--- config.mk ---
export PLATFORM = sky130hd
export DESIGN_NAME = adc_select_host
export DESIGN_NICKNAME = d
export VERILOG_FILES = /design/src/adc_host_pkg.sv /design/src/adc_select_host.sv /design/src/sck_divider.sv
export VERILOG_INCLUDE_DIRS = /design/src /design/src/src
export SDC_FILE = /design/constraint.sdc
export NUM_CORES = 1
export LEC_CHECK = 0
export BUFFER_PORTS_ARGS = -buffer_cell sky130_fd_sc_hd__buf_4
export CAP_MARGIN = 20
export CORE_MARGIN = 2
export CORE_UTILIZATION = 50
export CTS_CLUSTER_SIZE = 40
export DETAILED_ROUTE_END_ITERATION = 8
export PLACE_DENSITY = 0.69
export SLEW_MARGIN = 20
export SYNTH_ARGS = -nofsm -noshare
export SYNTH_HDL_FRONTEND = slang
export SYNTH_SLANG_ARGS = --single-unit
--- constraint.sdc ---
create_clock -name i_clk_sys -period 5.02 [get_ports i_clk_sys]
set_input_delay 1.004 -clock i_clk_sys [delete_from_list [all_inputs] [get_ports i_clk_sys]]
set_output_delay 1.004 -clock i_clk_sys [all_outputs]
set_load 0.05 [all_outputs]
--- src/adc_host_defines.svh ---
`ifndef ADC_HOST_DEFINES_SVH
`define ADC_HOST_DEFINES_SVH

// Register offsets
`define REG_CTRL          4'h0
`define REG_STATUS        4'h4
`define REG_DATA          4'h8
// Control fields
`define CTRL_START_BIT    0
`define CTRL_MODE_LSB     1
`define CTRL_MODE_MSB     3
`define MODE_COUNT        3'h5
`define MODE_RESET        3'h1
// Status fields
`define STAT_BUSY_BIT     0
`define STAT_DONE_BIT     1
`define STAT_TOUT_BIT     2
`define STAT_FAST_OK_BIT  3
`define STAT_SLOW_OK_BIT  4
// Timing
`define SYS_CLK_MHZ       25
`define RESULT_BITS       16
`define SCK_HALF_CYC      4
`define SCK_MIN_FAST_HZ   70000000
`define SCK_MIN_SLOW_HZ   22000000
`define T_CONV_MIN_NS     300
`define T_CONV_MAX_NS     400
`define T_GAP_AFTER_NS    200
`define T_GAP_BEFORE_NS   100
`define CONV_MIN_CYC      ((`T_CONV_MIN_NS * `SYS_CLK_MHZ) / 1000)
`define CONV_MAX_CYC      ((`T_CONV_MAX_NS * `SYS_CLK_MHZ + 999) / 1000)
`define QUIET1_CYC        ((`T_GAP_AFTER_NS * `SYS_CLK_MHZ + 999) / 1000)
`define QUIET2_CYC        ((`T_GAP_BEFORE_NS * `SYS_CLK_MHZ + 999) / 1000)
`define START_PULSE_CYC   1
`define BUSY_TIMEOUT_CYC  64
`define COUNT_MAX         16'hFFFF
`endif

--- src/adc_host_pkg.sv ---
package adc_host_pkg;
  typedef enum logic [2:0] {
    MODE_3W_TURBO,
    MODE_3W_PLAIN,
    MODE_3W_BUSY,
    MODE_4W_TURBO,
    MODE_4W_PLAIN
  } mode_e;

  typedef enum logic [1:0] {
    ST_IDLE,
    ST_CONV,
    ST_SHIFT,
    ST_END
  } state_e;

  typedef struct packed {
    logic convert_start;
    logic serial_in_select;
    logic sck;
  } link_out_s;
endpackage

--- src/adc_select_host.sv ---
`timescale 1ns/1ns
`include "adc_host_defines.svh"
module adc_select_host #(
  parameter int unsigned BITS      = `RESULT_BITS,
  parameter int unsigned HALF      = `SCK_HALF_CYC,
  parameter int unsigned CONV_MIN  = `CONV_MIN_CYC,
  parameter int unsigned CONV_MAX  = `CONV_MAX_CYC,
  parameter int unsigned QUIET1    = `QUIET1_CYC,
  parameter int unsigned QUIET2    = `QUIET2_CYC,
  parameter int unsigned PULSE     = `START_PULSE_CYC,
  parameter int unsigned BUSY_WAIT = `BUSY_TIMEOUT_CYC
) (
  input  wire logic                i_clk_sys,
  input  wire logic                i_sys_rst,
  input  wire logic [3:0]          i_addr,
  input  wire logic [31:0]         i_wdata,
  input  wire logic                i_wr,
  input  wire logic                i_rd,
  output logic [31:0]              o_rdata,
  input  wire logic                i_serial_out,
  output adc_host_pkg::link_out_s  o_link
);
  import adc_host_pkg::*;

  localparam logic [15:0] CMIN = 16'(CONV_MIN);
  localparam logic [15:0] CMAX = 16'(CONV_MAX);
  localparam logic [15:0] Q1 = 16'(QUIET1);
  localparam logic [15:0] Q2 = 16'(QUIET2);
  localparam logic [15:0] PLAST = 16'(PULSE - 1);
  localparam logic [15:0] TOUT = 16'(CONV_MAX + BUSY_WAIT);
  localparam int unsigned SCK_HZ = (`SYS_CLK_MHZ * 1000000) / (2 * HALF);
  localparam logic FAST_OK = (SCK_HZ >= `SCK_MIN_FAST_HZ);
  localparam logic SLOW_OK = (SCK_HZ >= `SCK_MIN_SLOW_HZ);

  if (HALF < 3 || BITS < 1 || BITS > 32 || PULSE < 1 || PULSE >= CONV_MIN || CONV_MIN > CONV_MAX
      || QUIET1 < 1 || QUIET2 < 1 || CONV_MAX + BUSY_WAIT > 65000)
  begin : g_bad_param
    $error("adc_select_host: parameter set cannot be served");
  end

  function automatic logic [31:0] low_mask(input int unsigned n);
    low_mask = (n >= 32) ? 32'hFFFFFFFF : ((32'h1 << n) - 32'h1);
  endfunction

  state_e      state;
  state_e      next_state;
  mode_e       mode;
  mode_e       next_mode;
  link_out_s   next_link;
  logic [31:0] next_rdata;
  logic        pend;
  logic        next_pend;
  logic        done;
  logic        next_done;
  logic        err;
  logic        next_err;
  logic [31:0] result;
  logic [31:0] next_result;
  logic [31:0] shreg;
  logic [31:0] next_shreg;
  logic [5:0]  edges;
  logic [5:0]  next_edges;
  logic [15:0] tmr;
  logic [15:0] next_tmr;
  logic [15:0] gap;
  logic [15:0] next_gap;
  logic        sout_meta;
  logic        sout_sync;
  logic        tick;
  logic        run;
  logic        busy;
  logic        fourw;
  logic        skip;
  logic        go_read;
  logic [5:0]  total;

  // Serial output pin synchroniser
  always_ff @(posedge i_clk_sys)
  begin
    if (i_sys_rst)
    begin
      sout_meta <= 1'b1;
      sout_sync <= 1'b1;
    end
    else
    begin
      sout_meta <= i_serial_out;
      sout_sync <= sout_meta;
    end
  end

  assign run = (state == ST_SHIFT);

  sck_divider #(
    .HALF (HALF)
  ) u_div (
    .i_clk_sys (i_clk_sys),
    .i_sys_rst (i_sys_rst),
    .i_run     (run),
    .o_tick    (tick)
  );

  always_comb
  begin
    next_state = state;
    next_mode = mode;
    next_link = o_link;
    next_pend = pend;
    next_done = done;
    next_err = err;
    next_result = result;
    next_shreg = shreg;
    next_edges = edges;
    next_rdata = 32'h0;
    next_tmr = (tmr == `COUNT_MAX) ? tmr : tmr + 16'h0001;
    next_gap = (gap == `COUNT_MAX) ? gap : gap + 16'h0001;
    busy = pend || (state != ST_IDLE);
    fourw = (mode == MODE_4W_TURBO) || (mode == MODE_4W_PLAIN);
    skip = (mode == MODE_3W_BUSY);
    total = 6'(BITS) + {5'h0, skip};
    go_read = 1'b0;
    // Register writes; control is refused while a transfer is pending or running
    if (i_wr && i_addr == `REG_CTRL && !busy)
    begin
      if (i_wdata[`CTRL_MODE_MSB:`CTRL_MODE_LSB] < `MODE_COUNT)
        next_mode = mode_e'(i_wdata[`CTRL_MODE_MSB:`CTRL_MODE_LSB]);
      next_pend = i_wdata[`CTRL_START_BIT];
    end
    if (i_wr && i_addr == `REG_STATUS)
    begin
      next_done = done & ~i_wdata[`STAT_DONE_BIT];
      next_err = err & ~i_wdata[`STAT_TOUT_BIT];
    end
    if (i_rd)
    begin
      case (i_addr)
        `REG_CTRL:   next_rdata = {28'h0, mode, 1'b0};
        `REG_STATUS: next_rdata = {27'h0, SLOW_OK, FAST_OK, err, done, busy};
        `REG_DATA:   next_rdata = result;
        default:     next_rdata = 32'h0;
      endcase
    end
    // Link sequencer; hardware sets below win over software clears above
    case (state)
      ST_IDLE:
      begin
        next_tmr = 16'h0;
        next_edges = 6'h0;
        if (pend && gap >= Q2)
        begin
          next_pend = 1'b0;
          next_link.convert_start = 1'b1;
          next_link.serial_in_select = 1'b1;
          next_state = ST_CONV;
        end
      end
      ST_CONV:
      begin
        case (mode)
          MODE_3W_TURBO, MODE_4W_TURBO: go_read = (tmr >= Q1);
          MODE_3W_BUSY:
          begin
            if (tmr == PLAST)
              next_link.convert_start = 1'b0;
            if (!o_link.convert_start && tmr >= CMIN && !sout_sync)
              go_read = 1'b1;
            else if (tmr >= TOUT)
            begin
              next_err = 1'b1;
              next_state = ST_END;
            end
          end
          default: go_read = (tmr >= CMAX);
        endcase
        if (go_read)
        begin
          if (fourw)
            next_link.serial_in_select = 1'b0;
          else
            next_link.convert_start = 1'b0;
          next_link.sck = 1'b0;
          next_state = ST_SHIFT;
        end
      end
      ST_SHIFT:
      begin
        if (tick)
        begin
          if (!o_link.sck)
            next_link.sck = 1'b1;
          else
          begin
            if (edges >= {5'h0, skip})
              next_shreg = {shreg[30:0], sout_sync};
            next_link.sck = 1'b0;
            next_edges = edges + 6'h01;
            if (edges + 6'h01 == total)
            begin
              next_gap = 16'h0;
              next_state = ST_END;
            end
          end
        end
      end
      ST_END:
      begin
        if (fourw)
        begin
          next_link.serial_in_select = 1'b1;
          if (tmr >= CMAX)
            next_link.convert_start = 1'b0;
        end
        if (tmr >= CMAX && gap >= Q2 && !(fourw && o_link.convert_start))
        begin
          if (edges == total)
          begin
            next_result = shreg & low_mask(BITS);
            next_done = 1'b1;
          end
          next_state = ST_IDLE;
        end
      end
      default: next_state = ST_IDLE;
    endcase
  end

  always_ff @(posedge i_clk_sys)
  begin
    if (i_sys_rst)
    begin
      state <= ST_IDLE;
      mode <= mode_e'(`MODE_RESET);
      o_link <= '{convert_start: 1'b0, serial_in_select: 1'b1, sck: 1'b0};
      o_rdata <= 32'h0;
      pend <= 1'b0;
      done <= 1'b0;
      err <= 1'b0;
      result <= 32'h0;
      shreg <= 32'h0;
      edges <= 6'h0;
      tmr <= 16'h0;
      gap <= `COUNT_MAX;
    end
    else
    begin
      state <= next_state;
      mode <= next_mode;
      o_link <= next_link;
      o_rdata <= next_rdata;
      pend <= next_pend;
      done <= next_done;
      err <= next_err;
      result <= next_result;
      shreg <= next_shreg;
      edges <= next_edges;
      tmr <= next_tmr;
      gap <= next_gap;
    end
  end

  // Helper counters: cycles since convert rise and since serial clock fall
  logic [15:0] h_rise;
  logic [15:0] h_fall;
  logic [15:0] next_h_rise;
  logic [15:0] next_h_fall;

  always_comb
  begin
    next_h_rise = (h_rise == `COUNT_MAX) ? h_rise : h_rise + 16'h0001;
    next_h_fall = (h_fall == `COUNT_MAX) ? h_fall : h_fall + 16'h0001;
    if (next_link.convert_start && !o_link.convert_start)
      next_h_rise = 16'h0;
    if (!next_link.sck && o_link.sck)
      next_h_fall = 16'h0;
  end

  always_ff @(posedge i_clk_sys)
  begin
    if (i_sys_rst)
    begin
      h_rise <= `COUNT_MAX;
      h_fall <= `COUNT_MAX;
    end
    else
    begin
      h_rise <= next_h_rise;
      h_fall <= next_h_fall;
    end
  end
endmodule

--- src/sck_divider.sv ---
`timescale 1ns/1ns
module sck_divider #(
  parameter int unsigned HALF = 4
) (
  input  wire logic i_clk_sys,
  input  wire logic i_sys_rst,
  input  wire logic i_run,
  output logic      o_tick
);
  localparam int unsigned W = (HALF > 1) ? $clog2(HALF) : 1;
  localparam logic [W-1:0] LAST = W'(HALF - 1);

  logic [W-1:0] cnt;
  logic [W-1:0] next_cnt;

  if (HALF < 2)
  begin : g_bad_half
    $error("sck_divider: HALF must be at least 2");
  end

  // Half-period tick while running
  always_comb
  begin
    next_cnt = cnt;
    o_tick = 1'b0;
    if (!i_run)
      next_cnt = '0;
    else if (cnt == LAST)
    begin
      next_cnt = '0;
      o_tick = 1'b1;
    end
    else
      next_cnt = cnt + W'(1);
  end

  always_ff @(posedge i_clk_sys)
  begin
    if (i_sys_rst)
      cnt <= '0;
    else
      cnt <= next_cnt;
  end
endmodule

==> metrics.txt <==
max-slew violation count 0; CTS buffer count 9; root buf cell clkbuf_8; Chip Width 102 µm; Detailed Routing Iterations Pass 1 4; FF+latch count, synth around 100; Hold Crit Class reg2reg; Final Cycle Share 0.560; RSZ-0062 raised after global routing no; Clock Skew approximately 17 ps; Post-synth EDFFs 0; diode count 0; startpoint types flip-flop; status finished clean; CTS tree built; CP Max Fanout 10; post-route cell area 0.00517 mm²; vias in the first global route ~3300; die height 102 µm; first-pass GRT wire length 15000 µm; Crit Path Category reg2reg; Final #Nets between 500 and 600; Peak VDD IR 0.000188 V; pwr dens 365 mW/mm²; Synth top area share 0.424; ANT nets after route 0; Post-DP Area 0.00497 mm²; top-count cell post-synth dfxtp_1; slowest cell delay on critical path 490 ps; PostCTS Resize Cnt 0; Req. time, crit path about 5300 ps; Setup-failing EPs final 0; initial antenna violation count 0; cts hold-fix bufs 0; Async SR Flop Fraction 0; Remaining Overflow, GRT 0; Post-CTS Repair Setup Buffers 0; Slew HR 0.350; CP max-delay cell dfxtp_1; Cells after Synth 529; die area approximately 0.010 mm²; syn avg cell area about 9.0 µm²; post-synth top area cell dfxtp_1; clock slew at reported path FFs 100 ps; register area share after synthesis 0.424; HPWL Detailed roughly 6200 µm; vias between 3000 and 4000; Cell Chain, Critical Path nor3b_1, ha_1, or2_2, o41a_1, a211oi_2, nand2_1, a32o_1; Area contributors post-synth dfxtp_1, mux2i_1, nor2_1; max-cap viol count 0; # IOs 76; clock latency on the worst-skew pair ~370 ps; port bufs 31; Core Region 0.00924 mm²; post-DR wirelength/cell 12.9 µm; Critical Path Sink Type flip-flop; final hold viol count 0; Yosys cell types 66; Synth Cell Area 0.00477 mm²; CP Buf/Inv Count 0; total power about 1900 µW; layout cell share with drive strength beyond 1 0.122; GRT Total Usage 0.179; DRC 0; htree depth 3; Sum Neg Setup Slack 0 ps; Slew @ Worst Pin a little under 1000 ps; critical path's top delay family compound AO/OA/AOI/OAI gates; CTS Sinks 101; most frequent cells after synthesis dfxtp_1, nor2_1, mux2i_1; total wire length 8770 µm; Clock Tree Buf Depth 2; Hold Worst Slack about 450 ps; GP Congestion around 0.85; Layout area overhead 8.23%; Top FF cell, synth dfxtp_1; Final min period 2810 ps; YS warnings 0; max frequency 356 MHz; DRT iter0 DRCs 176; Lkg Pwr 0.00209 µW; Via density 5.31; initial core utilization 0.517; largest net degree at the start of global routing 53; final core occ 0.559; Row Count 35; arrival time worst endpoint between 3000 and 4000 ps
==> per-layer routing <==
metal / vias up / share of wire / GRT usage
li1: 1847 / - / -
met1: 1673 / 0.50 / 0.239
met2: 71 / 0.45 / 0.287
met3: 12 / 0.034 / 0.0317
met4: 0 / 0.019 / 0.0738
met5: - / 0 / 0
==> cell usage in the layout, fill, tap and decap left out, types with 2 or more instances in the layout <==
master and instances:
nand3_1 19, nor2b_1 5, xor2_1 10, o21ai_0 19, a21oi_1 21, a221o_1 2, dfxtp_1 101, nand2_1 32
nor3b_1 5, a31oi_1 3, or4_1 2, a311oi_1 4, inv_8 2, and3_1 6, and2_1 13, o21ai_1 8
conb_1 16, mux2i_1 41, and4_1 2, inv_6 2, ha_1 12, or2_2 4, nand3b_1 2, nand2b_1 2
nand4_1 9, nor2_1 80, clkbuf_8 9, clkinv_4 2, nor4b_1 2, xnor2_1 12, nor4_1 8, inv_1 13
nand4_2 2, nor3_1 9, or3_1 2, buf_4 33, a211oi_1 4, nor4_4 3
==> stage by stage <==
step	cells	setup slack (ps)
after floorplan	544	2550
after global placement	663	1980
after detailed placement	663	1930
after CTS	679	2200
after global routing	679	1980
final	679	2210
==> final timing paths <==
kind	to	cells after the start	slack [ps]	startpoint
worst max-delay path	state[0]	7	2210	mode[1]
worst min-delay path	u_div.cnt[0]	1	450	u_div.cnt[0]
worst max register to register	state[0]	7	2210	mode[1]
worst min register to register	u_div.cnt[0]	1	450	u_div.cnt[0]
==> final cells by class <==
type                    instances  area, µm²
fillers                       845       4070
multi-input cells             387       2490
flip-flops and latches        101       2020
repair buffers                 33        248
well taps                     129        161
clock buffers                   9        124
clock inverters                 7       73.8
inverters                      13       48.8
==> logic make-up (layout without fill, tap and decap cells) <==
group / count (synthesis) / after routing / synth area share
AND/OR/NAND/NOR: 214 / 214 / 0.236
other: 1 / 16 / 0.000786
adder cells (fa/ha/maj): 12 / 12 / 0.0315
AO/OA/AOI/OAI: 82 / 82 / 0.115
XOR/XNOR: 22 / 22 / 0.0404
flip-flops: 101 / 101 / 0.424
buffers and inverters: 56 / 62 / 0.0668
multiplexers: 41 / 41 / 0.0860
==> where the power goes <==
group | internal (µW) | switching, µW | total (µW)
combinational | 174 | 278 | 452
clock | 197 | 313 | 510
sequential | 858 | 65.9 | 924
total | 1230 | 658 | 1890
==> flip-flops by register name, summed over array words and instances, names as in the netlist, 3 cells and up <==
signal / flops
gap: 16
o_rdata: 16
result: 16
shreg: 16
tmr: 16
edges: 6
mode: 3
o_link: 3
No activity file was read; power rests on OpenSTA's default activity.
